## config.mk

```make
export PLATFORM = sky130hd
export DESIGN_NAME = sds_sequencer
export DESIGN_NICKNAME = d
export VERILOG_FILES = /design/src/design/sds_pkg.sv /design/src/design/sds_sequencer.sv
export SDC_FILE = /design/constraint.sdc
export NUM_CORES = 1
export LEC_CHECK = 0
export BUFFER_PORTS_ARGS = -buffer_cell sky130_fd_sc_hd__buf_2
export CAP_MARGIN = 20
export CORE_UTILIZATION = 40
export CTS_CLUSTER_DIAMETER = 30
export DETAILED_ROUTE_END_ITERATION = 12
export RECOVER_POWER = 25
export SETUP_SLACK_MARGIN = 0.4
export SYNTH_ARGS = -nofsm -noshare
export SYNTH_HDL_FRONTEND = slang
export SYNTH_SLANG_ARGS = --single-unit
```

## constraint.sdc

```tcl
create_clock -name pclk -period 1.65 [get_ports pclk]
set_clock_uncertainty 0.2 [all_clocks]
set_input_delay 0.165 -clock pclk [delete_from_list [all_inputs] [get_ports pclk]]
set_output_delay 0.165 -clock pclk [all_outputs]
set_load 0.1 [all_outputs]
```

## src/design/sds_pkg.sv

```systemverilog
// Package of the suppression discharge sequencer: register map, field positions,
// reset values, timing figures, state encodings and carrier structs.
// Assumes a single 25 MHz system clock and an APB register port with 32-bit data.
package sds_pkg;

  // ----------------------------------------------------------------
  // Clock and timing
  // ----------------------------------------------------------------
  localparam int CLK_HZ = 25_000_000;
  localparam int TICK_PERIOD_S = 1;
  localparam int TICK_CYCLES_DEF = CLK_HZ * TICK_PERIOD_S;
  localparam int WARN_S = 5;
  localparam int SHORT_DELAY_S = 5;
  localparam int LONG_DELAY_S = 10;
  localparam int BREAK_MIN_S = 1;
  // One tick more than the minimum: the first tick may land anywhere in the first second
  localparam int BREAK_TICKS = BREAK_MIN_S + 1;
  localparam int POR_WAIT_CYCLES = 4;

  // ----------------------------------------------------------------
  // Register map (byte addresses)
  // ----------------------------------------------------------------
  localparam logic [7:0] ADDR_STATUS = 8'h00;
  localparam logic [7:0] ADDR_FAULT = 8'h04;
  localparam logic [7:0] ADDR_CONFIG = 8'h08;
  localparam logic [31:0] FAULT_RESET = 32'h0000_0000;

  // STATUS fields
  localparam int ST_GEN1 = 0;
  localparam int ST_GEN2 = 1;
  localparam int ST_WARN = 2;
  localparam int ST_SOUNDER = 3;
  localparam int ST_FAULT = 4;
  localparam int ST_WARN_ALARM = 5;
  localparam int ST_CONFIRMED = 6;
  localparam int ST_TEST = 7;
  localparam int ST_LOOP1_FLT = 8;
  localparam int ST_LOOP2_FLT = 9;
  localparam int ST_REMOTE_FLT = 10;
  localparam int ST_RESET_SEEN = 11;
  localparam int ST_MODE_LSB = 12;

  // FAULT fields (sticky, write one to clear)
  localparam int FL_GEN1_BRK = 0;
  localparam int FL_GEN2_BRK = 1;
  localparam int FL_UNDER = 2;
  localparam int FL_OVER = 3;
  localparam int FL_LAMP_LSB = 4;

  // CONFIG fields
  localparam int CF_LONG_DELAY = 0;
  localparam int CF_LOOP1_CONFIRM = 1;

  // Lamp indices
  localparam int LAMP_POWER = 0;
  localparam int LAMP_FAULT = 1;
  localparam int LAMP_ALARM = 2;
  localparam int LAMP_ACT = 3;

  // ----------------------------------------------------------------
  // Encodings
  // ----------------------------------------------------------------
  typedef enum logic [2:0] {
    LOOP_SHORT = 3'b000,
    LOOP_CLOSED = 3'b001,
    LOOP_OPEN = 3'b010,
    LOOP_FREE = 3'b011,
    LOOP_ERROR = 3'b100
  } sds_loop_e;

  typedef enum logic [1:0] {
    SEQ_IDLE = 2'b00,
    SEQ_WARN = 2'b01,
    SEQ_FIRED = 2'b10
  } sds_seq_e;

  typedef enum logic [2:0] {
    MODE_START = 3'b000,
    MODE_LAMPCHK = 3'b001,
    MODE_ST1 = 3'b010,
    MODE_ST2 = 3'b011,
    MODE_ST3 = 3'b100,
    MODE_NORMAL = 3'b101
  } sds_mode_e;

  // ----------------------------------------------------------------
  // Carriers
  // ----------------------------------------------------------------
  typedef struct packed {
    logic long_delay;
    logic loop1_confirm;
  } sds_cfg_s;

  typedef struct packed {
    logic [3:0] lamp;
    logic over;
    logic under;
    logic gen2_brk;
    logic gen1_brk;
  } sds_fault_s;

endpackage : sds_pkg

```

## src/design/sds_sequencer.sv

```systemverilog
// Discharge sequencer of a suppression control panel: manual and remote discharge,
// loop and generator fault handling, lamp reserve switching, power-on test stage 1.
// Assumes loop states arrive already classified on pclk; buttons and senses are raw pins.
//
// Decided for this implementation: the register addresses and the APB interface to the registers.
`timescale 1ns/1ps

module sds_sequencer #(
  parameter int TICK_CYCLES = sds_pkg::TICK_CYCLES_DEF
) (
  input wire logic pclk,
  input wire logic presetn,
  input wire logic psel,
  input wire logic penable,
  input wire logic pwrite,
  input wire logic [7:0] paddr,
  input wire logic [31:0] pwdata,
  output logic [31:0] prdata,
  output logic pready,
  output logic pslverr,
  input wire logic btn_left,
  input wire logic btn_right,
  input wire logic silence_btn,
  input wire logic reset_btn,
  input wire logic gen1_break,
  input wire logic gen2_break,
  input wire logic cur_under,
  input wire logic cur_over,
  input wire logic [3:0] lamp_fail,
  input wire logic [7:0] config_switch,
  input wire logic cfg_long_delay,
  input wire logic cfg_loop1_confirm,
  input wire sds_pkg::sds_loop_e loop1_state,
  input wire sds_pkg::sds_loop_e loop2_state,
  input wire sds_pkg::sds_loop_e remote_state,
  output logic sounder,
  output logic out1,
  output logic gen1_fire,
  output logic gen2_fire,
  output logic confirmed,
  output logic [3:0] lamp_main,
  output logic [3:0] lamp_reserve
);

  // ----------------------------------------------------------------
  // Pin filtering
  // ----------------------------------------------------------------
  localparam int NPIN = 22;
  logic [NPIN-1:0] pin_raw;
  logic [NPIN-1:0] sync1;
  logic [NPIN-1:0] sync2;
  logic [NPIN-1:0] sync3;
  logic [NPIN-1:0] pin;
  assign pin_raw = {cfg_loop1_confirm, cfg_long_delay, config_switch, lamp_fail, cur_over,
                    cur_under, gen2_break, gen1_break, reset_btn, silence_btn, btn_right,
                    btn_left};

  // A level is taken only once the second and third stages agree
  always_ff @(posedge pclk or negedge presetn) begin
    if (!presetn) begin
      sync1 <= '0;
      sync2 <= '0;
      sync3 <= '0;
      pin <= '0;
    end else begin
      sync1 <= pin_raw;
      sync2 <= sync1;
      sync3 <= sync2;
      pin <= (sync2 & sync3) | (pin & (sync2 | sync3));
    end
  end

  logic f_left;
  logic f_right;
  logic f_silence;
  logic f_reset;
  logic f_gen1_brk;
  logic f_gen2_brk;
  logic f_under;
  logic f_over;
  logic [3:0] f_lamp_fail;
  logic [7:0] f_sw;
  sds_pkg::sds_cfg_s f_cfg;
  assign f_left = pin[0];
  assign f_right = pin[1];
  assign f_silence = pin[2];
  assign f_reset = pin[3];
  assign f_gen1_brk = pin[4];
  assign f_gen2_brk = pin[5];
  assign f_under = pin[6];
  assign f_over = pin[7];
  assign f_lamp_fail = pin[11:8];
  assign f_sw = pin[19:12];
  assign f_cfg = pin[21:20];

  logic silence_d;
  logic reset_d;
  logic silence_press;
  logic reset_press;
  assign silence_press = f_silence & ~silence_d;
  assign reset_press = f_reset & ~reset_d;

  // ----------------------------------------------------------------
  // Second tick and blink phase
  // ----------------------------------------------------------------
  localparam int PW = $clog2(TICK_CYCLES + 1);
  localparam logic [PW-1:0] PRESC_LAST = PW'(TICK_CYCLES - 1);
  localparam logic [PW-1:0] PRESC_HALF = PW'(TICK_CYCLES / 2);
  logic [PW-1:0] presc;
  logic tick;
  logic blink;
  logic presc_wrap;
  assign presc_wrap = (presc == PRESC_LAST);

  always_ff @(posedge pclk or negedge presetn) begin
    if (!presetn) begin
      presc <= '0;
      tick <= 1'b0;
      blink <= 1'b0;
      silence_d <= 1'b0;
      reset_d <= 1'b0;
    end else begin
      presc <= presc_wrap ? '0 : presc + 1'b1;
      tick <= presc_wrap;
      blink <= (presc == PRESC_HALF) || presc_wrap ? ~blink : blink;
      silence_d <= f_silence;
      reset_d <= f_reset;
    end
  end

  // ----------------------------------------------------------------
  // Operating mode and test stages
  // ----------------------------------------------------------------
  sds_pkg::sds_mode_e mode;
  sds_pkg::sds_mode_e next_mode;
  logic [2:0] por_cnt;
  sds_pkg::sds_cfg_s cfg;
  logic reset_seen;
  logic normal;
  assign normal = (mode == sds_pkg::MODE_NORMAL);

  always_comb begin
    next_mode = mode;
    unique case (mode)
      sds_pkg::MODE_START: begin
        if (por_cnt == 3'(sds_pkg::POR_WAIT_CYCLES)) begin
          next_mode = f_silence ? sds_pkg::MODE_LAMPCHK : sds_pkg::MODE_NORMAL;
        end
      end
      sds_pkg::MODE_LAMPCHK: begin
        if (!f_silence) begin
          next_mode = sds_pkg::MODE_ST1;
        end
      end
      sds_pkg::MODE_ST1: begin
        if (reset_press) begin
          next_mode = sds_pkg::MODE_ST2;
        end
      end
      sds_pkg::MODE_ST2: begin
        if (reset_press) begin
          next_mode = sds_pkg::MODE_ST3;
        end
      end
      sds_pkg::MODE_ST3: begin
        if (reset_press) begin
          next_mode = sds_pkg::MODE_NORMAL;
        end
      end
      sds_pkg::MODE_NORMAL: begin
        next_mode = sds_pkg::MODE_NORMAL;
      end
      default: begin
        next_mode = sds_pkg::MODE_START;
      end
    endcase
  end

  // Straps are caught once the filters have settled, never by the reset itself
  always_ff @(posedge pclk or negedge presetn) begin
    if (!presetn) begin
      mode <= sds_pkg::MODE_START;
      por_cnt <= '0;
      cfg <= '0;
      reset_seen <= 1'b0;
    end else begin
      mode <= next_mode;
      if (mode == sds_pkg::MODE_START) begin
        por_cnt <= por_cnt + 1'b1;
        cfg <= f_cfg;
      end
      if (reset_press && !normal) begin
        reset_seen <= 1'b1;
      end
    end
  end

  // ----------------------------------------------------------------
  // Loop classification
  // ----------------------------------------------------------------
  logic loop1_alarm;
  logic loop1_fault;
  logic loop2_alarm;
  logic loop2_fault;
  logic remote_alarm;
  logic remote_fault;
  assign loop1_alarm = (loop1_state == sds_pkg::LOOP_SHORT);
  assign loop1_fault = !loop1_alarm && (loop1_state != sds_pkg::LOOP_CLOSED);
  assign loop2_alarm = (loop2_state == sds_pkg::LOOP_OPEN);
  assign loop2_fault = !loop2_alarm && (loop2_state != sds_pkg::LOOP_CLOSED);
  assign remote_alarm = (remote_state == sds_pkg::LOOP_OPEN);
  assign remote_fault = !remote_alarm && (remote_state != sds_pkg::LOOP_CLOSED);

  // Loop 1 and 2 alarms never start a discharge; in confirm use loop 1 reports the firing
  logic warn_alarm;
  assign warn_alarm = normal && ((loop1_alarm && !cfg.loop1_confirm) || loop2_alarm);
  // (loop 2 term above)

  // ----------------------------------------------------------------
  // Discharge sequence
  // ----------------------------------------------------------------
  sds_pkg::sds_seq_e seq;
  sds_pkg::sds_seq_e next_seq;
  logic [3:0] warn_cnt;
  logic [3:0] sec_cnt;
  logic both_held;
  logic warn_done;
  logic sec_due;
  logic [3:0] sec_delay;
  assign both_held = f_left & f_right;
  assign warn_done = (warn_cnt == 4'(sds_pkg::WARN_S));
  assign sec_delay = cfg.long_delay ? 4'(sds_pkg::LONG_DELAY_S) : 4'(sds_pkg::SHORT_DELAY_S);
  assign sec_due = (sec_cnt == sec_delay);

  always_comb begin
    next_seq = seq;
    unique case (seq)
      sds_pkg::SEQ_IDLE: begin
        if (normal && remote_alarm) begin
          next_seq = sds_pkg::SEQ_FIRED;
        end else if (normal && both_held) begin
          next_seq = sds_pkg::SEQ_WARN;
        end
      end
      sds_pkg::SEQ_WARN: begin
        if (remote_alarm) begin
          next_seq = sds_pkg::SEQ_FIRED;
        end else if (!both_held) begin
          next_seq = sds_pkg::SEQ_IDLE;
        end else if (warn_done) begin
          next_seq = sds_pkg::SEQ_FIRED;
        end
      end
      sds_pkg::SEQ_FIRED: begin
        if (reset_press) begin
          next_seq = sds_pkg::SEQ_IDLE;
        end
      end
      default: begin
        next_seq = sds_pkg::SEQ_IDLE;
      end
    endcase
  end

  always_ff @(posedge pclk or negedge presetn) begin
    if (!presetn) begin
      seq <= sds_pkg::SEQ_IDLE;
      warn_cnt <= '0;
      sec_cnt <= '0;
    end else begin
      seq <= next_seq;
      warn_cnt <= (next_seq != sds_pkg::SEQ_WARN) ? '0 :
                  (tick ? warn_cnt + 1'b1 : warn_cnt);
      sec_cnt <= (next_seq != sds_pkg::SEQ_FIRED) ? '0 :
                 ((tick && !sec_due) ? sec_cnt + 1'b1 : sec_cnt);
    end
  end

  // ----------------------------------------------------------------
  // Faults
  // ----------------------------------------------------------------
  logic [1:0] brk1_cnt;
  logic [1:0] brk2_cnt;
  sds_pkg::sds_fault_s fault;
  sds_pkg::sds_fault_s fault_set;
  sds_pkg::sds_fault_s fault_clr;
  logic [3:0] lamp_ack;
  logic apb_wr;
  logic [31:0] apb_rdata;
  logic apb_hit;
  assign apb_wr = psel & penable & pready & pwrite;

  assign fault_set.gen1_brk = (brk1_cnt == 2'(sds_pkg::BREAK_TICKS));
  assign fault_set.gen2_brk = (brk2_cnt == 2'(sds_pkg::BREAK_TICKS));
  assign fault_set.under = gen1_fire & f_under;
  assign fault_set.over = gen1_fire & f_over;
  assign fault_set.lamp = f_lamp_fail & {4{normal}};
  assign fault_clr = (apb_wr && paddr == sds_pkg::ADDR_FAULT) ? pwdata[7:0] : '0;

  logic any_fault;
  logic lamp_pending;
  // Current faults count alike whether or not the discharge was confirmed
  assign any_fault = normal && (loop1_fault || loop2_fault || remote_fault ||
                     fault.gen1_brk || fault.gen2_brk || fault.under || fault.over);
  assign lamp_pending = |(fault.lamp & ~lamp_ack);

  always_ff @(posedge pclk or negedge presetn) begin
    if (!presetn) begin
      brk1_cnt <= '0;
      brk2_cnt <= '0;
      fault <= sds_pkg::FAULT_RESET[7:0];
      lamp_ack <= '0;
    end else begin
      // Short breaks restart the count and are forgotten
      brk1_cnt <= !f_gen1_brk ? '0 : ((tick && !fault_set.gen1_brk) ? brk1_cnt + 1'b1 : brk1_cnt);
      brk2_cnt <= !f_gen2_brk ? '0 : ((tick && !fault_set.gen2_brk) ? brk2_cnt + 1'b1 : brk2_cnt);
      fault <= fault_set | (fault & ~fault_clr);
      // Acknowledge covers only failures present at the press; a cleared lamp drops its ack
      lamp_ack <= (silence_press && normal) ? (lamp_ack | fault.lamp) : (lamp_ack & fault.lamp);
    end
  end

  // ----------------------------------------------------------------
  // Lamps and outputs
  // ----------------------------------------------------------------
  logic [3:0] lamp_on;
  logic [3:0] st1_on;
  logic [3:0] next_main;
  logic [3:0] next_reserve;
  assign lamp_on[sds_pkg::LAMP_POWER] = 1'b1;
  assign lamp_on[sds_pkg::LAMP_FAULT] = any_fault | (lamp_pending & blink);
  assign lamp_on[sds_pkg::LAMP_ALARM] = warn_alarm | (seq != sds_pkg::SEQ_IDLE);
  assign lamp_on[sds_pkg::LAMP_ACT] = (seq == sds_pkg::SEQ_FIRED);
  assign st1_on[sds_pkg::LAMP_POWER] = f_sw[0] | f_sw[4] | f_sw[6];
  assign st1_on[sds_pkg::LAMP_FAULT] = f_sw[1] | f_sw[4] | f_sw[7];
  assign st1_on[sds_pkg::LAMP_ALARM] = f_sw[2] | f_sw[5] | f_sw[6];
  assign st1_on[sds_pkg::LAMP_ACT] = f_sw[3] | f_sw[5] | f_sw[7];

  always_comb begin
    next_main = '0;
    next_reserve = '0;
    unique case (mode)
      sds_pkg::MODE_LAMPCHK: begin
        next_main = {4{blink}};
        next_reserve = {4{~blink}};
      end
      sds_pkg::MODE_ST1: begin
        next_main = st1_on & {4{blink}};
        next_reserve = st1_on & {4{~blink}};
      end
      sds_pkg::MODE_NORMAL: begin
        next_main = lamp_on & ~fault.lamp;
        next_reserve = lamp_on & fault.lamp;
      end
      default: begin
        next_main = '0;
        next_reserve = '0;
      end
    endcase
  end

  logic next_sounder;
  logic fired;
  assign fired = (seq == sds_pkg::SEQ_FIRED);
  // Continuous tone wins over the intermittent one
  assign next_sounder = normal && (any_fault || fired ||
                        (blink && (seq == sds_pkg::SEQ_WARN || warn_alarm)));

  always_ff @(posedge pclk or negedge presetn) begin
    if (!presetn) begin
      sounder <= 1'b0;
      out1 <= 1'b0;
      gen1_fire <= 1'b0;
      gen2_fire <= 1'b0;
      confirmed <= 1'b0;
      lamp_main <= '0;
      lamp_reserve <= '0;
    end else begin
      sounder <= next_sounder;
      out1 <= any_fault;
      gen1_fire <= fired;
      gen2_fire <= fired && sec_due;
      confirmed <= fired ? (confirmed | (cfg.loop1_confirm & loop1_alarm)) : 1'b0;
      lamp_main <= next_main;
      lamp_reserve <= next_reserve;
    end
  end

  // ----------------------------------------------------------------
  // APB slave
  // ----------------------------------------------------------------
  logic [31:0] status_word;
  assign status_word = {17'h0, mode, reset_seen, remote_fault, loop2_fault, loop1_fault,
                        !normal, confirmed, warn_alarm, any_fault, sounder,
                        (seq == sds_pkg::SEQ_WARN), gen2_fire, gen1_fire};
  assign apb_hit = (paddr == sds_pkg::ADDR_STATUS) || (paddr == sds_pkg::ADDR_FAULT) ||
                   (paddr == sds_pkg::ADDR_CONFIG);
  assign apb_rdata = (paddr == sds_pkg::ADDR_STATUS) ? status_word :
                     (paddr == sds_pkg::ADDR_FAULT) ? {24'h0, fault} :
                     (paddr == sds_pkg::ADDR_CONFIG) ? {30'h0, cfg} : 32'h0;

  // Answer is prepared in the setup cycle, so every access phase completes at once
  always_ff @(posedge pclk or negedge presetn) begin
    if (!presetn) begin
      pready <= 1'b0;
      prdata <= '0;
      pslverr <= 1'b0;
    end else begin
      pready <= psel & ~penable;
      prdata <= (psel && !penable && !pwrite) ? apb_rdata : prdata;
      pslverr <= psel & ~penable & ~apb_hit;
    end
  end

endmodule : sds_sequencer

```

==> results of run 1 <==
-- worst max-delay path: stages, from the launching register on --
cell     delay [ns]
dfrtp_1        0.43
or4b_1         0.54
nor4_2         0.26
a31oi_1        0.14
xnor2_1        0.14
-- cells by family (layout without fill, tap and decap cells) --
| group | after synthesis | in the layout | synth area share [%] |
|---|---|---|---|
| flops | 182 | 182 | 64.9 |
| compound gates | 64 | 64 | 6.47 |
| simple gates | 178 | 178 | 14.3 |
| other cells | 1 | 17 | 0.0534 |
| fa+ha+maj | 35 | 35 | 5.31 |
| xor+xnor | 34 | 34 | 4.24 |
| buf+inv | 45 | 287 | 3.58 |
| mux | 8 | 8 | 1.18 |
-- how the worst max path moves through the flow --
stage                               end  slack, ns  cells after the start
CTS                   blink$_DFFE_PN0P_      -0.07                      7
floorplan            fault[5]$_DFF_PN0_     -0.006                      4
global placement    presc[21]$_DFF_PN0_      -0.15                      6
finish                blink$_DFFE_PN0P_      -0.18                      4
detailed placement   fault[2]$_DFF_PN0_      -0.17                      7
global route          blink$_DFFE_PN0P_      -0.21                      4
-- sequential cells by signal, summed over array words and instances (netlist names), 8 cells and up --
| register | flops |
|---|---|
| sync3 | 22 |
| sync2 | 22 |
| sync1 | 22 |
| pin | 22 |
| prdata | 15 |
| fault | 8 |
| presc | 25 |
-- stage by stage --
| step | hold slack (ns) | cell area (µm²) | power (W) |
|---|---|---|---|
| 2_1_floorplan | -0.331 | 7350 | 0.00715 |
| 3_3_place_gp | -0.0796 | 8390 | 0.00782 |
| 3_5_place_dp | -0.0709 | 8390 | 0.00790 |
| 4_1_cts | -0.130 | 10300 | 0.0127 |
| 5_1_grt | 0.0389 | 10700 | 0.0135 |
| 6_report | 0.0167 | 10700 | 0.0129 |
-- power by group through the flow --
| stage | clock network, W | registers (W) | logic, W |
|---|---|---|---|
| 2_1_floorplan | 0 | 0.00585 | 0.00131 |
| 3_3_place_gp | 0 | 0.00526 | 0.00257 |
| 3_5_place_dp | 0 | 0.00528 | 0.00262 |
| 4_1_cts | 0.00397 | 0.00528 | 0.00347 |
| 5_1_grt | 0.00415 | 0.00535 | 0.00402 |
| 6_report | 0.00386 | 0.00529 | 0.00378 |
-- timing repair --
item	in CTS	in global routing
gates resized for setup	207	74
hold buffers	37	0
hold endpoints to repair	221	0
cloned	1	0
setup endpoints to repair	109	118
pin swaps	61	42
buffers inserted	26	24
-- synth_stat cells, drive strengths merged, types with 2 or more instances --
master     n
dfrtp    182
nand2     44
nor2      39
maj3      26
buf       25
xor2      19
inv       18
nand3     18
o21ai     17
xnor2     15
nor3      13
a22o      11
nand2b    11
nor4      10
a21oi      9
ha         9
nor2b      9
nand4      8
and2       7
mux2i      6
and3       5
a21o       4
a22oi      4
nor4bb     3
o31ai      3
a31oi      2
a32o       2
and4       2
clkbuf     2
mux2       2
nand3b     2
nor3b      2
o22ai      2
o2bb2ai    2
o32ai      2
-- metal layers --
layer,vias up,track usage (%),share of wire [%]
met4,0,6.12,1.7
li1,2351,-,-
met3,23,4.32,3.0
met5,-,0,0
met2,101,29.2,51
met1,2480,23.3,44
-- area by class of cell --
type	instances	area, µm²	area share [%]
clock buffers	19	443	4.12
clock inverters	12	118	1.09
inverters	18	70.1	0.652
multi-input cells	336	2910	27.1
flip-flops and latches	182	4600	42.8
well taps	225	282	2.62
repair buffers	238	2320	21.6
==> flow_metrics.py, run 1 <==
metrics = {
    "global_route": {
        "grt_pass1_wl_um": 24700,
        "antenna_found_initial": 0,
        "grt_remaining_overflow": 0,
        "grt_pass1_vias": 4909,
        "track_usage_pct": 17.8,
        "grt_max_degree": 45,
    },
    "worst_setup_path": {
        "r2r-start": "presc[14]$_DFF_PN0_",
        "critical_path_class": "reg -> reg",
        "critPathArrivalTime_ns": 1.93,
        "crit_required_ns": 1.75,
        "worstPathMaxFanout": 3,
        "crit_path_start_kind": "flop",
        "crit_path_start": "presc[14]$_DFF_PN0_",
        "r2r_slack_ns": -0.18,
        "worstReg2RegEnd": "blink$_DFFE_PN0P_",
        "reg2regPathDepth": 4,
        "end_kind": "flop",
    },
    "sta": {
        "period_minus_slack_ns": 1.83,
        "slew_headroom_pct": 29.2,
        "drv_slew": 0,
        "hold_viol_final": 0,
        "finalSetupTns_ns": -0.295,
        "setup_violations": 10,
        "setup_slack_ns": -0.185,
        "rsz0062_at_grt": "true",
        "final.period_utilization_pct": 111,
        "fmax_ghz": 0.545,
        "worst_slew_pin_slew_ns": 1.06,
    },
    "power": {
        "cellInternalPower_w": 0.00879,
        "peakVddDrop_uv": 997,
        "sw_frac_of_total_pct": 32.0,
        "power_leakage_nw": 4.90,
        "power.density_mw_per_mm2": 1200,
        "p_switching_w": 0.00414,
        "seqPwrFrac_pct": 40.9,
        "clkPwrFrac_pct": 29.8,
        "combPwrFrac_pct": 29.3,
    },
    "cts": {
        "h-tree-depth": 4,
        "cts.clk_slew.worst_paths_ns": 0.07,
        "cts-root-buf": "clkbuf_16",
        "cts_tree": "yes",
        "clockBufferDepth": 2,
        "cts.sinks": 182,
        "clk_latency_ns": 0.43,
        "numCtsBuffers": 17,
    },
    "routing": {
        "antenna_left": 0,
        "wl_per_cell_um": 14.7,
        "drt-initial-drc-count": 178,
        "dr_total_vias": 4955,
        "dr.pass1.iters": 4,
        "drc": 0,
        "wl_um": 15200,
        "via_per_inst": 4.81,
    },
    "die": {
        "row_count": 48,
        "core-area_mm2": 0.0172,
        "die_x_um": 134,
        "dieArea_mm2": 0.0181,
        "start_util_pct": 40.7,
        "pin_count": 123,
        "die_h_um": 134,
    },
    "cells_and_area": {
        "layout_common_cells": "152 x dfrtp_1, 83 x buf_4, 48 x buf_2",
        "final_util_pct": 62.3,
        "area_growth_pct": 53.0,
        "stdcell_count": 1030,
        "nNetsFinal": 878,
        "diodes": 0,
        "final_common_cell": "dfrtp_1",
        "drive_above_1_share_pct": 48.3,
        "n_fill_cell": 1259,
    },
    "logic_synthesis": {
        "ys_top_cells_by_area": "dfrtp_1 65%, maj3_1 3.7%, xor2_1 2.4%, nand2_1 2.3%, buf_4 2.2%",
        "synth_area_leader_cell": "dfrtp_1",
        "ys_ff_latch": 182,
        "ys_types": 58,
        "synth_ff_type": "dfrtp_1",
        "synth.yosys.seq_area_share_pct": 64.9,
        "ys_warn_count": 0,
        "synth_top_area_share_pct": 64.9,
        "syn_inst": 547,
        "synth-edff-count": 0,
        "async_flop_share_pct": 100,
        "syn-cell-area_mm2": 0.00702,
        "avgSynthCellArea_um2": 12.8,
    },
    "hold_path": {
        "holdPathEnd": "pslverr$_DFF_PN0_",
        "holdPathStages": 6,
        "worstHoldStart": "paddr[5]",
        "hold_path_class": "in -> reg",
    },
    "flow_run": {
        "drv_cap": 0,
    },
    "place": {
        "hpwl_um": 10100,
        "port_buffers": 81,
        "pre_cts_slack_ns": -0.170,
        "placed_cells": 911,
        "gp_congestion": 0.806,
    },
    "status": {
        "outcome": "finished, violations left",
        "violations": "negative setup slack",
    },
}
No activity file was read; power rests on OpenSTA's default activity.
==> run 2, diff against run 1 <==
--- a/config.mk
+++ b/config.mk
@@ -11,6 +11,7 @@
 export CTS_CLUSTER_DIAMETER = 30
 export DETAILED_ROUTE_END_ITERATION = 12
 export RECOVER_POWER = 25
+export REMOVE_ABC_BUFFERS = 1
 export SETUP_SLACK_MARGIN = 0.4
 export SYNTH_ARGS = -nofsm -noshare
 export SYNTH_HDL_FRONTEND = slang
==> run 2 against run 1 <==
The run ends with negative hold slack, negative setup slack left; sequential share of layout area fell by 1.3 points; die area stayed put; worst hold slack lost 0.073 ns.
==> flow_metrics.py, run 2 (synthesis results as in run 1) <==
metrics = {
    "status": {
        "outcome": "finished, violations left",
        "violations": "negative hold slack, negative setup slack",
    },
    "power": {
        "finalPower_w": 0.0132,
        "peakVddDrop_uv": 886,
        "power_leakage_nw": 5.16,
        "power.density_mw_per_mm2": 1200,
    },
    "sta": {
        "rsz0062_at_grt": "true",
        "slew_headroom_pct": 25.1,
        "drv_slew": 0,
        "final.period_utilization_pct": 109,
        "setup_slack_ns": -0.154,
        "fmax_ghz": 0.554,
        "worst_slew_pin_slew_ns": 1.12,
        "finalSetupTns_ns": -1.61,
        "period_minus_slack_ns": 1.80,
        "setup_violations": 22,
        "whs_ns": -0.0561,
        "hold_viol_final": 3,
    },
    "place": {
        "gp_congestion": 0.813,
        "port_buffers": 81,
        "hpwl_um": 9820,
        "placed_cells": 918,
        "postPlaceCellArea_mm2": 0.00821,
    },
    "cts": {
        "cts.sinks": 182,
        "h-tree-depth": 4,
        "cts-root-buf": "clkbuf_16",
        "numCtsBuffers": 17,
        "cts_tree": "yes",
        "clockBufferDepth": 2,
        "cts.clk_slew.worst_paths_ns": 0.06,
        "clk_latency_ns": 0.43,
        "hold_buffers": 38,
    },
    "routing": {
        "drc": 0,
        "wl_um": 16600,
        "drt-initial-drc-count": 251,
        "via_per_inst": 4.87,
        "wl_per_cell_um": 15.7,
        "dr.pass1.iters": 4,
        "antenna_left": 0,
        "dr_total_vias": 5126,
    },
    "global_route": {
        "grt_max_degree": 47,
        "grt_remaining_overflow": 0,
        "use_met2_pct": 33.0,
        "grt_pass1_vias": 5424,
        "top_usage_layer": "met2",
        "use_met1_pct": 23.0,
        "antenna_found_initial": 0,
        "track_usage_pct": 18.9,
        "grt_pass1_wl_um": 26400,
        "grt_use_met3_pct": 4.13,
    },
    "worst_setup_path": {
        "critical_path_class": "reg -> reg",
        "crit_required_ns": 1.76,
        "end_kind": "flop",
        "crit_path_start": "fault[3]$_DFF_PN0_",
        "critPathArrivalTime_ns": 1.91,
        "worstPathMaxFanout": 3,
        "r2r-start": "fault[3]$_DFF_PN0_",
        "cp_slowest_stage_delay_ns": 0.41,
        "crit_path_start_kind": "flop",
        "slowest_stage": "dfrtp_1",
        "crit_chain": "nor4_4 > buf_4 > and4_4 > nor2_4 > a221o_1",
    },
    "die": {
        "dieArea_mm2": 0.0181,
        "start_util_pct": 40.7,
        "pin_count": 123,
        "row_count": 48,
        "die_x_um": 134,
        "die_h_um": 134,
        "core-area_mm2": 0.0172,
    },
    "cells_and_area": {
        "top_register": "presc",
        "nNetsFinal": 901,
        "final_util_pct": 63.8,
        "stdcell_count": 1053,
        "final_area_mm2": 0.0110,
        "largest_reg_flops": 25,
        "diodes": 0,
        "final_common_cell": "dfrtp_1",
        "layout_common_cells": "177 x dfrtp_1, 89 x buf_4, 49 x buf_2",
        "area_growth_pct": 56.6,
        "drive_above_1_share_pct": 45.5,
    },
    "hold_path": {
        "hold_path_class": "in -> reg",
        "worstHoldStart": "paddr[6]",
    },
    "flow_run": {
        "drv_cap": 0,
    },
}
-- run 2: cell types whose count changed in the layout (fill, tap and decap cells not counted), sizes merged --
cell	previous run	this run
buf	200	223
clkinv	3	5
clkbuf	20	21
inv	23	19
dlymetal6s4s	0	1
clkinvlp	3	4
bufinv	1	0
-- run 2: repair_timing --
| action | in CTS | in global routing |
|---|---|---|
| gates cloned | 1 | 0 |
| gates resized for setup | 273 | 56 |
| setup buffers | 44 | 21 |
| endpoints found under the setup margin | 105 | 116 |
| endpoints found under the hold margin | 220 | 3 |
| pin swaps | 72 | 42 |
-- run 2: routing by layer --
metal | wire, µm | vias to the layer above | share of wire, %
met2 | 8660 | 112 | 52
met4 | 350 | 0 | 2.1
met1 | 7020 | 2585 | 42
met5 | 0 | - | 0
li1 | - | 2399 | -
met3 | 534 | 30 | 3.2
-- run 2: metrics by stage --
stage	hold WS, ns	worst slack [ns]
after floorplan	-0.331	-0.443
after global placement	-0.0773	-0.263
after detailed placement	-0.0626	-0.285
after CTS	-0.0397	-0.130
after global routing	-0.0527	-0.207
final	-0.0561	-0.154
-- run 2: worst paths after layout --
check,end,depth (start not counted),slack [ns]
worst min-delay path,pslverr$_DFF_PN0_,5,-0.06
worst max-delay path,prdata[4]$_DFFE_PN0P_,5,-0.15
worst max register to register,prdata[4]$_DFFE_PN0P_,5,-0.15
worst min register to register,sync2[5]$_DFF_PN0_,0,0.15
max in group asynchronous,presc[14]$_DFF_PN0_,3,0.11
min in group asynchronous,sync1[14]$_DFF_PN0_,2,0.30
-- run 2: critical path, delay by kind of cell, from the launching register on --
| family | cells | cell delay (ns) |
|---|---|---|
| buffers and inverters | 1 | 0.15 |
| AO/OA/AOI/OAI | 1 | 0.31 |
| flip-flops | 1 | 0.41 |
| AND/OR/NAND/NOR | 3 | 0.62 |
-- run 2: area by class of cell --
| cell class | count | area [µm²] |
|---|---|---|
| Multi-Input combinational cell | 336 | 2960 |
| Sequential cell | 182 | 4560 |
| Inverter | 18 | 67.6 |
| Tap cell | 225 | 282 |
| Clock inverter | 10 | 75.1 |
| Clock buffer | 21 | 470 |
| Timing Repair Buffer | 261 | 2580 |
| Fill cell | 1201 | 6240 |
-- run 2: report_power, final --
part / switching [W] / internal (W) / total [W]
clock network: 0.00166 / 0.00204 / 0.00370
registers: 0.000369 / 0.00489 / 0.00526
logic: 0.00220 / 0.00200 / 0.00420
total: 0.00423 / 0.00893 / 0.0132
